File: config.mk
export PLATFORM = sky130hd
export DESIGN_NAME = sadc_sequencer
export DESIGN_NICKNAME = d
export VERILOG_FILES = /design/src/sadc_pkg.sv /design/src/sadc_sequencer.sv
export SDC_FILE = /design/constraint.sdc
export NUM_CORES = 1
export LEC_CHECK = 0
export BUFFER_PORTS_ARGS = -buffer_cell sky130_fd_sc_hd__buf_2
export CORE_ASPECT_RATIO = 1.5
export CORE_MARGIN = 1
export CORE_UTILIZATION = 60
export CTS_BUF_LIST = sky130_fd_sc_hd__clkbuf_2
export DETAILED_ROUTE_END_ITERATION = 16
export GPL_TIMING_DRIVEN = 1
export HOLD_SLACK_MARGIN = 0.12
export PLACE_DENSITY_LB_ADDON = 0.12
export SYNTH_ARGS = -nofsm -noshare
export SYNTH_HDL_FRONTEND = slang
export SYNTH_SLANG_ARGS = --single-unit
File: constraint.sdc
create_clock -name core_clk_i -period 5.6 [get_ports core_clk_i]
set_input_delay 1.12 -clock core_clk_i [delete_from_list [all_inputs] [get_ports core_clk_i]]
set_output_delay 1.12 -clock core_clk_i [all_outputs]
set_load 0.005 [all_outputs]
File: src/sadc_pkg.sv
// constants, types and state codes for the successive-approximation sequencer
// assumes a single 250 MHz system clock; one state equals one clock cycle
package sadc_pkg;
    localparam int RES_W = 10;
    localparam int NCH = 8;
    localparam int CNT_W = 10;

    typedef logic [NCH-1:0][RES_W-1:0] sadc_res_arr_t;

    typedef enum logic [4:0] {
        ST_IDLE   = 5'b00001,
        ST_DELAY  = 5'b00010,
        ST_SAMPLE = 5'b00100,
        ST_CONV   = 5'b01000,
        ST_STORE  = 5'b10000
    } sadc_state_e;

    // trigger source encodings
    localparam logic [1:0] TRG_OFF = 2'h0;
    localparam logic [1:0] TRG_PULSE_TIMER = 2'h1;
    localparam logic [1:0] TRG_EIGHT_BIT_TIMER = 2'h2;
    localparam logic [1:0] TRG_EXT_PIN = 2'h3;

    // phase lengths in cycles at the fastest clock select; scaled by 2**(3-cks)
    localparam logic [CNT_W-1:0] TD_BASE = 10'h004;
    localparam logic [CNT_W-1:0] SPL_BASE = 10'h010;
    localparam logic [CNT_W-1:0] STEP_BASE = 10'h004;
    localparam logic [CNT_W-1:0] GAP_BASE = 10'h008;
    localparam logic [CNT_W-1:0] SCAN_CONV_BASE = 10'h040;

    // single-mode worst-case conversion times in states per clock select
    localparam logic [CNT_W-1:0] SINGLE_MAX_00 = 10'h212;
    localparam logic [CNT_W-1:0] SINGLE_MAX_01 = 10'h10A;
    localparam logic [CNT_W-1:0] SINGLE_MAX_10 = 10'h086;
    localparam logic [CNT_W-1:0] SINGLE_MAX_11 = 10'h044;

    // values after reset; SAR_MSB and MSB_IDX are loaded during sampling
    localparam logic MSTOP_RST = 1'b1;
    localparam logic [1:0] CKS_RST = 2'h0;
    localparam logic [1:0] TRG_RST = 2'h0;
    localparam logic [3:0] CHAN_RST = 4'h0;
    localparam logic [RES_W-1:0] RES_RST = 10'h000;
    localparam logic [RES_W-1:0] SAR_MSB = 10'h200;
    localparam logic [3:0] MSB_IDX = 4'h9;
endpackage

File: src/sadc_sequencer.sv
// sequencer for a 10-bit successive-approximation converter: control bits, trigger
// selection, single and scan sequencing, timing, result registers and completion flag.
// assumes an analog comparator and sample-and-hold outside; control bits arrive as
// write strobes from the local register decoder on the same clock.
// Function
// - 10-bit results, single or scan mode only
// - single mode starts when start bit sets
// - single result stored to its channel
// - end sets done flag, irq if enabled
// - single start bit cleared by hardware at end
// - clearing start bit aborts to idle
// - scan groups of up to four or eight channels, ending at the selected channel
// - group first channel: four or zero
// - each scan result stored when channel finishes
// - group end flags then restarts first channel
// - scan never clears start bit itself
// - restart after stop begins at first channel
// - start delay, then sample, then approximation
// - start delay and 127/63/31/15-state sampling window
// - single conversion within 530/266/134/68 states
// - later scan conversions fixed 512/256/128/64 states
// - pin falling edge sets start bit
// - pin start behaves like software start
// - done irq can drive transfer controllers
// - module held stopped after reset
// - trigger select decode of off and three sources
// - channel select picks input or group
// - done flag cleared only by writing 0
`timescale 1ns/10ps
module sadc_sequencer
(
    input wire logic core_clk_i,
    input wire logic rst_n_i,
    input wire logic mstop_wr_i,
    input wire logic mstop_val_i,
    input wire logic ctrl_wr_i,
    input wire logic wr_start_i,
    input wire logic wr_done_flag_i,
    input wire logic wr_irq_en_i,
    input wire logic [3:0] wr_chan_i,
    input wire logic cfg_wr_i,
    input wire logic [1:0] wr_trig_sel_i,
    input wire logic wr_scan_en_i,
    input wire logic wr_scan_size_i,
    input wire logic [1:0] wr_clk_sel_i,
    input wire logic pulse_timer_trig_i,
    input wire logic eight_bit_timer_trig_i,
    input wire logic ext_trigger_pin_n_i,
    input wire logic cmp_i,
    output logic module_stop_o,
    output logic start_bit_o,
    output logic done_flag_o,
    output logic irq_en_o,
    output logic [3:0] chan_o,
    output logic [1:0] trig_sel_o,
    output logic scan_en_o,
    output logic scan_size_o,
    output logic [1:0] clk_sel_o,
    output logic conversion_done_irq_o,
    output logic xfer_req_o,
    output logic sample_o,
    output logic [2:0] ain_sel_o,
    output logic [sadc_pkg::RES_W-1:0] dac_code_o,
    output sadc_pkg::sadc_res_arr_t results_o
);
    import sadc_pkg::*;

    sadc_state_e state_q;
    sadc_state_e state_d;
    logic mstop_q;
    logic start_q;
    logic done_q;
    logic irq_en_q;
    logic [3:0] chan_q;
    logic [1:0] trg_q;
    logic scan_en_q;
    logic scan_size_q;
    logic [1:0] cks_q;
    logic xfer_q;
    logic [CNT_W-1:0] cnt_q;
    logic [3:0] bit_q;
    logic [RES_W-1:0] sar_q;
    logic [2:0] cur_q;
    sadc_res_arr_t res_q;
    logic pin_s1_q;
    logic pin_s2_q;
    logic pin_s3_q;
    logic cmp_s1_q;
    logic cmp_s2_q;
    logic [1:0] sh;
    logic run;
    logic ctrl_ok;
    logic cfg_ok;
    logic pin_fall;
    logic trig_set;
    logic cnt_zero;
    logic [2:0] first_ch;
    logic [2:0] last_ch;
    logic group_end;
    logic done_set;

    function automatic logic [CNT_W-1:0] cyc(input logic [CNT_W-1:0] base, input logic [1:0] s);
        cyc = base << s;
    endfunction

    // registers stay frozen until the module is released from stop
    assign ctrl_ok = ctrl_wr_i & ~mstop_q;
    assign cfg_ok = cfg_wr_i & ~mstop_q;
    assign sh = ~cks_q;
    assign run = start_q & ~mstop_q;
    assign cnt_zero = (cnt_q == '0);
    assign pin_fall = pin_s3_q & ~pin_s2_q;

    always_comb
    begin
        case (trg_q)
            TRG_PULSE_TIMER: trig_set = pulse_timer_trig_i;
            TRG_EIGHT_BIT_TIMER: trig_set = eight_bit_timer_trig_i;
            TRG_EXT_PIN: trig_set = pin_fall;
            default: trig_set = 1'b0;
        endcase
    end

    // the top select bit is a prohibited setting and is ignored
    assign last_ch = chan_q[2:0];
    always_comb
    begin
        if (!scan_en_q)
            first_ch = chan_q[2:0];
        else if (scan_size_q)
            first_ch = 3'h0;
        else
            first_ch = {chan_q[2], 2'h0};
    end
    assign group_end = ~scan_en_q | (cur_q == last_ch);
    assign done_set = (state_q == ST_STORE) & group_end;

    // module stop control
    always_ff @(posedge core_clk_i)
    begin
        if (!rst_n_i)
            mstop_q <= MSTOP_RST;
        else if (mstop_wr_i)
            mstop_q <= mstop_val_i;
    end

    // configuration; mode and clock select are used live, software changes them stopped
    always_ff @(posedge core_clk_i)
    begin
        if (!rst_n_i)
        begin
            trg_q <= TRG_RST;
            scan_en_q <= 1'b0;
            scan_size_q <= 1'b0;
            cks_q <= CKS_RST;
            irq_en_q <= 1'b0;
            chan_q <= CHAN_RST;
        end
        else
        begin
            if (cfg_ok)
            begin
                trg_q <= wr_trig_sel_i;
                scan_en_q <= wr_scan_en_i;
                scan_size_q <= wr_scan_size_i;
                cks_q <= wr_clk_sel_i;
            end
            if (ctrl_ok)
            begin
                irq_en_q <= wr_irq_en_i;
                chan_q <= wr_chan_i;
            end
        end
    end

    // start bit: a trigger in the cycle of a clear still sets it
    always_ff @(posedge core_clk_i)
    begin
        if (!rst_n_i)
            start_q <= 1'b0;
        else if (mstop_q)
            start_q <= 1'b0;
        else if (trig_set)
            start_q <= 1'b1;
        else if (ctrl_ok)
            start_q <= wr_start_i;
        else if (state_q == ST_STORE && !scan_en_q)
            start_q <= 1'b0;
    end

    // completion flag: set wins over the write of zero, a write of one is ignored
    always_ff @(posedge core_clk_i)
    begin
        if (!rst_n_i)
        begin
            done_q <= 1'b0;
            xfer_q <= 1'b0;
        end
        else
        begin
            if (done_set)
                done_q <= 1'b1;
            else if (ctrl_ok && !wr_done_flag_i)
                done_q <= 1'b0;
            xfer_q <= done_set & irq_en_q;
        end
    end

    // pin and comparator synchronisers; edge detect reads only later stages
    always_ff @(posedge core_clk_i)
    begin
        if (!rst_n_i)
        begin
            pin_s1_q <= 1'b1;
            pin_s2_q <= 1'b1;
            pin_s3_q <= 1'b1;
            cmp_s1_q <= 1'b0;
            cmp_s2_q <= 1'b0;
        end
        else
        begin
            pin_s1_q <= ext_trigger_pin_n_i;
            pin_s2_q <= pin_s1_q;
            pin_s3_q <= pin_s2_q;
            cmp_s1_q <= cmp_i;
            cmp_s2_q <= cmp_s1_q;
        end
    end

    always_comb
    begin
        state_d = state_q;
        case (state_q)
            ST_IDLE: if (run) state_d = ST_DELAY;
            ST_DELAY: if (cnt_zero) state_d = ST_SAMPLE;
            ST_SAMPLE: if (cnt_zero) state_d = ST_CONV;
            ST_CONV: if (cnt_zero && bit_q == '0) state_d = ST_STORE;
            ST_STORE: state_d = scan_en_q ? ST_DELAY : ST_IDLE;
            default: state_d = ST_IDLE;
        endcase
        if (!run)
            state_d = ST_IDLE;
    end

    always_ff @(posedge core_clk_i)
    begin
        if (!rst_n_i)
            state_q <= ST_IDLE;
        else
            state_q <= state_d;
    end

    // phase timer; scan gap plus store makes later conversions exactly 64 units
    always_ff @(posedge core_clk_i)
    begin
        if (!rst_n_i)
            cnt_q <= '0;
        else if (state_q == ST_IDLE)
            cnt_q <= cyc(TD_BASE, sh) - 10'h001;
        else if (state_q == ST_STORE)
            cnt_q <= cyc(GAP_BASE, sh) - 10'h001;
        else if (!cnt_zero)
            cnt_q <= cnt_q - 10'h001;
        else if (state_q == ST_DELAY)
            cnt_q <= cyc(SPL_BASE, sh) - 10'h002;
        else
            cnt_q <= cyc(STEP_BASE, sh) - 10'h001;
    end

    // successive approximation, msb first, comparator high keeps the trial bit
    always_ff @(posedge core_clk_i)
    begin
        if (!rst_n_i)
        begin
            sar_q <= '0;
            bit_q <= '0;
        end
        else if (state_q == ST_SAMPLE)
        begin
            sar_q <= SAR_MSB;
            bit_q <= MSB_IDX;
        end
        else if (state_q == ST_CONV && cnt_zero)
        begin
            sar_q[bit_q] <= cmp_s2_q;
            if (bit_q != '0)
            begin
                sar_q[bit_q-4'h1] <= 1'b1;
                bit_q <= bit_q - 4'h1;
            end
        end
    end

    // channel pointer: loaded from the group head on every start
    always_ff @(posedge core_clk_i)
    begin
        if (!rst_n_i)
            cur_q <= '0;
        else if (state_q == ST_IDLE)
            cur_q <= first_ch;
        else if (state_q == ST_STORE)
            cur_q <= group_end ? first_ch : cur_q + 3'h1;
    end

    for (genvar g = 0; g < NCH; g++)
    begin : g_res
        always_ff @(posedge core_clk_i)
        begin
            if (!rst_n_i)
                res_q[g] <= RES_RST;
            else if (state_q == ST_STORE && cur_q == 3'(g))
                res_q[g] <= sar_q;
        end
    end

    assign module_stop_o = mstop_q;
    assign start_bit_o = start_q;
    assign done_flag_o = done_q;
    assign irq_en_o = irq_en_q;
    assign chan_o = chan_q;
    assign trig_sel_o = trg_q;
    assign scan_en_o = scan_en_q;
    assign scan_size_o = scan_size_q;
    assign clk_sel_o = cks_q;
    assign conversion_done_irq_o = done_q & irq_en_q;
    assign xfer_req_o = xfer_q;
    assign sample_o = (state_q == ST_SAMPLE);
    assign ain_sel_o = cur_q;
    assign dac_code_o = sar_q;
    assign results_o = res_q;

    // checking helpers: cycles since the last store or start, sampling length
    logic [CNT_W-1:0] per_q;
    logic [CNT_W-1:0] spl_q;
    logic prev_store_q;
    logic [CNT_W-1:0] single_max;
    always_ff @(posedge core_clk_i)
    begin
        if (!rst_n_i || state_q == ST_IDLE || state_q == ST_STORE)
            per_q <= 10'h001;
        else
            per_q <= per_q + 10'h001;
        if (!rst_n_i || state_q != ST_SAMPLE)
            spl_q <= '0;
        else
            spl_q <= spl_q + 10'h001;
        if (!rst_n_i || state_q == ST_IDLE)
            prev_store_q <= 1'b0;
        else if (state_q == ST_STORE)
            prev_store_q <= 1'b1;
    end
    always_comb
    begin
        case (cks_q)
            2'h0: single_max = SINGLE_MAX_00;
            2'h1: single_max = SINGLE_MAX_01;
            2'h2: single_max = SINGLE_MAX_10;
            default: single_max = SINGLE_MAX_11;
        endcase
    end
endmodule

# [Word-level counts from Yosys, hierarchy flattened]
# Cells that the tools add are included.
[totals] ff_bits=132 latch_bits=0 ramBits=0 mem_bits_ro=0 inputBits=23 out_inout_bits=110 word_cells=138 n_memories=0
[classes] n_addsub=6 multipliers=0 div=0 order_cmp=4 eq_ne=19 shifts=3 n_mux=31 bitwise_logic=14 n_reduce_logical=31
[ops] operator="$mux W10" n=7
[ops] operator="$sub A10 B1 Y10 const B" n=3
[ops] operator="$pmux W5 S5" n=1
[ops] operator="$mux W3" n=5
[ops] operator="$mux W5" n=3
[ops] operator="$logic_and A1 B1 Y1" n=14
[ops] operator="$eq A3 B3 Y1 const B" n=4
[ops] operator="$mux W4" n=3
[ops] operator="$bwmux W10" n=1
[ops] operator="$logic_not A10 Y1" n=1
[ops] operator="$lt A4 B5 Y1 const B" n=2
[ops] operator="$or A10 B10 Y10" n=1
[ops] operator="$shl A3 B2 Y10 const A" n=1
[ops] operator="$shl A4 B2 Y10 const A" n=1
[ops] operator="$shl A5 B2 Y10 const A" n=1
[ops] operator="$sub A10 B2 Y10 const B" n=1
[ops] operator="$demux W1 S4" n=2
[ops] operator="$ge A4 B1 Y1 const B" n=2
[ops] operator="$reduce_bool A2 Y1" n=4
[ops] operator="$and A1 B1 Y1" n=7
[ops] operator="$mux W1" n=7
[ops] operator="$eq A3 B2 Y1 const B" n=2
[ops] operator="$reduce_and A2 Y1" n=3
[ops] operator="$eq A5 B1 Y1 const B" n=1
[ops] operator="other kinds (24)" n=31

# [Logic depth before layout (Yosys ltp)]
[logic_depth] word_depth=9 ltp_mapped=9

# [Least setup slack after synthesis]
# No wires, ideal clock.
[synth_path] path_type="reg2out" from="register state_q[1]" to="output sample_o" t_arrival_ns=1.047 required_time_ns=4.480 path_slack_ns=3.433 stages_incl_launch_ff=5 path_cell_list="dfxtp_1 buf_6 nor3_1 nand2_1 inv_1"
[synth_via] elab_chain_cells=1
[synth_rtl] item="start, declared" line="sadc_sequencer.sv:68" text="sadc_state_e state_q;"
[synth_rtl] item="start signal, assigned" line="sadc_sequencer.sv:250" text="state_q <= state_d;"
[synth_rtl] item="$eq A5 B3 Y1" line="sadc_sequencer.sv:327" text="assign sample_o = (state_q == ST_SAMPLE);"
[synth_rtl] item="end, declared" line="sadc_sequencer.sv:61" text="output logic sample_o,"
# No other way between the ends.

# [Worst setup path in the final report]
# Same ends and word-level chain as after synthesis.

==> results.txt <==
The critical setup path kind is flop to primary output. The largest fanout on the critical path came out at 8. The number of distinct library cells after synthesis is 47.

The core occupancy in the finished layout is 0.711. The final setup slack of the worst path came out at 2.34 ns. The analysis attributes to net switching a power of 0.403 mW. Adding up every negative setup slack in the final design gives 0 ns. Of the total power, registers draw 0.590. The register area is 0.00264 mm². At the placement stage, the worst setup path has a slack of 2.86 ns.

Clock tree synthesis inserted a total of 17 buffers. Of the total power, the clock network draws 0.372. The routed length per placed instance came out at 16.0 µm. The switching part of the total is 0.248. The mean post-synth cell area came out at 8.03 µm². The leakage power figure is 2.74 nW. The worst setup path is captured at a primary output. In this run the horizontal extent of the chip is 81.7 µm. The region available for standard cell placement spans 0.00925 mm².

The number of placement rows is 43. The final critical-path required period is 3.26 ns. In the synthesized netlist, the cells that appear most often are sky130_fd_sc_hd__nand2_1, sky130_fd_sc_hd__dfxtp_1, sky130_fd_sc_hd__a21oi_1, sky130_fd_sc_hd__nand3_1.

Buffers added to address setup during post-CTS repair amount to 0. The number of global-route vias before repair was 4937. After clock tree synthesis, the clock-pin slew on the worst setup and hold paths is 0.19 ns. After synthesis the netlist holds a flip-flop and latch count of 132.

In the synthesized netlist the dominant register cell turns out to be sky130_fd_sc_hd__dfxtp_1. The slew of the pin with the lowest slew margin came out at 1.16 ns. The logic gate share of total power came out at 0.038. The residual DRC count came out at 0. The tree is rooted in a sky130_fd_sc_hd__clkbuf_2.

The H-tree depth reported by CTS came out at 4. The number of routed nets with antenna violations came out at 0. The final non-filler cell total is 941. The min-delay analysis places its worst path in the category flop to flop.

The share of the Yosys chip area taken by registers is 0.462. After detailed placement, the design holds a cell count of 908. The number of buffers on the longest clock path came out at 2. Summed over all layers, the global routing overflow is 0.

Sorting the synthesized cells by area gives the leading types as sky130_fd_sc_hd__dfxtp_1, sky130_fd_sc_hd__a21oi_1, sky130_fd_sc_hd__nand2_1. The number of iterations in the first detailed-routing pass came out at 6. The run finished with clean final reports. Dividing the final minimum period by the clock period gives 0.582. The wire length of the first global-routing pass came out at 23100 µm. The final routed wirelength across all metal layers came out at 15100 µm. Setup repair after global routing left no endpoint under its margin.

The area overhead of the layout relative to synthesis is 15.1%. The count of port buffers added during placement is 132. The number of instances in the synthesized netlist is 712. TritonCTS built the clock tree. The maximum number of pins on one net before global-route repair came out at 103.

The detailed placer's ending HPWL is 10400 µm. The net count after synthesis is 749. The number of gates resized after cts came out at 0. The peak ir drop on the vdd network is 0.245 mV. The post-synthesis instance area came out at 0.00572 mm². At the worst endpoint, the required time is 4.48 ns. The die outline area is 0.00994 mm². The total clock sinks came out at 132. The overall routing resource usage is 0.305. In this run the tightest slew margin relative to its limit is 0.221. The number of pins with negative max-slew slack in the final report is 0. After the last flow step, the layout net total stands at 852. Yosys mapped a number of flops with a built-in enable equal to 0. The number of DRC markers in iteration 0 is 370. In this run the power density over the cells is 246 mW/mm². The data arrival time of the critical path came out at 2.14 ns. The final estimated routing congestion in global placement is 0.902. The biggest area contributor in the post-synthesis netlist is sky130_fd_sc_hd__dfxtp_1. The post-cts hold buffer count is 0. The number of setup violations in the final report is 0. The internal cell power came out at 1.22 mW. For this design the top-level I/O count stands at 133. Yosys printed 0 warnings. The via total after detailed routing came out at 5431.

STA classifies the critical path startpoint as a flop. Yosys instantiated no cell more often than sky130_fd_sc_hd__nand2_1. The number of antenna violations at the first check in global routing came to 1. The final hold violation count is 0.

In the final layout, the multi-input gates occupy 0.00281 mm². On the final layout, the worst clock skew is 0.0247 ns. The share of synthesized area in the top cell type comes to 0.462. The y dimension of the die is 122 µm. The effective utilization at floorplan is 0.618. The share of flip-flops with an asynchronous set or reset is 0. The number of vias per cell came out at 5.77.

The clock latency on the worst-skew pair is 0.70 ns. In the final layout, the share of cells above drive strength 1 is 0.217. The number of violations of the max-capacitance limit is 0.

The overall power of the completed layout came out at 1.62 mW. Static timing analysis puts the maximum clock frequency at 307 MHz. The layout filler cell count is 778.
## cell type report
class | count | share of cell area
Multi-Input combinational cell | 515 | 0.427
Sequential cell | 132 | 0.401
Timing Repair Buffer | 135 | 0.104
Clock inverter | 14 | 0.0243
Tap cell | 112 | 0.0213
Clock buffer | 18 | 0.0137
Inverter | 14 | 0.00798
Antenna cell | 1 | 0.000380
## critical path, stage by stage (launching register included)
cell and delay [ns]:
sky130_fd_sc_hd__dfxtp_1 0.42, sky130_fd_sc_hd__nor3_1 0.46, sky130_fd_sc_hd__nand2_1 0.28, sky130_fd_sc_hd__inv_1 0.18
sky130_fd_sc_hd__buf_2 0.13
## worst paths after layout
check | start | endpoint | slack [ns] | cells after the start
worst max-delay path | state_q[1] | sample_o | 2.34 | 4
worst min-delay path | pin_s1_q | pin_s2_q | 0.45 | 1
worst min register to register | pin_s1_q | pin_s2_q | 0.45 | 1
worst max register to register | state_q[3] | results_o[26] | 2.86 | 5
## flip-flops by register name (all words and copies together), names as in the netlist, named ones only
signal,flops
ain_sel_o,3
bit_q,4
irq_en_o,1
pin_s3_q,1
results_o,80
xfer_req_o,1
done_flag_o,1
pin_s2_q,1
start_bit_o,1
trig_sel_o,2
scan_en_o,1
clk_sel_o,2
scan_size_o,1
module_stop_o,1
pin_s1_q,1
cmp_s1_q,1
dac_code_o,10
chan_o,4
cmp_s2_q,1
state_q,5
cnt_q,9
## per-stage QoR
step / area [µm²] / hold WS [ns]
after global placement: 6330 / 0.396
after detailed placement: 6330 / 0.408
after CTS: 6580 / 0.451
after floorplan: 5720 / 0.386
after global routing: 6580 / 0.486
final: 6580 / 0.447
## cell families after synthesis
| family | share of synthesized area |
|---|---|
| flip-flops | 0.462 |
| adder cells (fa/ha/maj) | 0.0306 |
| AO/OA/AOI/OAI | 0.148 |
| XOR/XNOR | 0.0168 |
| buffers and inverters | 0.0481 |
| AND/OR/NAND/NOR | 0.248 |
| multiplexers | 0.0466 |
## power groups by stage
| stage | clock network (mW) | registers, mW | logic (mW) |
|---|---|---|---|
| after floorplan | 0 | 0.973 | 0.0410 |
| after global placement | 0 | 0.975 | 0.0583 |
| after detailed placement | 0 | 0.976 | 0.0602 |
| after CTS | 0.605 | 0.957 | 0.0604 |
| after global routing | 0.645 | 0.959 | 0.0675 |
| final | 0.603 | 0.957 | 0.0610 |
## cells in the final DEF, fill, tap and decap left out, drive strengths merged, types with 15 or more instances in the layout
| cell | netlist | final |
|---|---|---|
| a21oi | 114 | 114 |
| o21ai | 16 | 16 |
| dfxtp | 132 | 132 |
| buf | 16 | 135 |
| inv | 14 | 15 |
| mux2i | 21 | 21 |
| nand2 | 147 | 147 |
| nand3 | 73 | 73 |
| nor2 | 35 | 35 |
| clkbuf | 35 | 18 |
## metal layers
| layer | share of wire | global-route usage |
|---|---|---|
| met5 | 0 | 0 |
| met2 | 0.51 | 0.534 |
| met3 | 0.066 | 0.0839 |
| met1 | 0.38 | 0.334 |
| met4 | 0.038 | 0.138 |
Note: power is estimated with default switching activity, not from simulation.
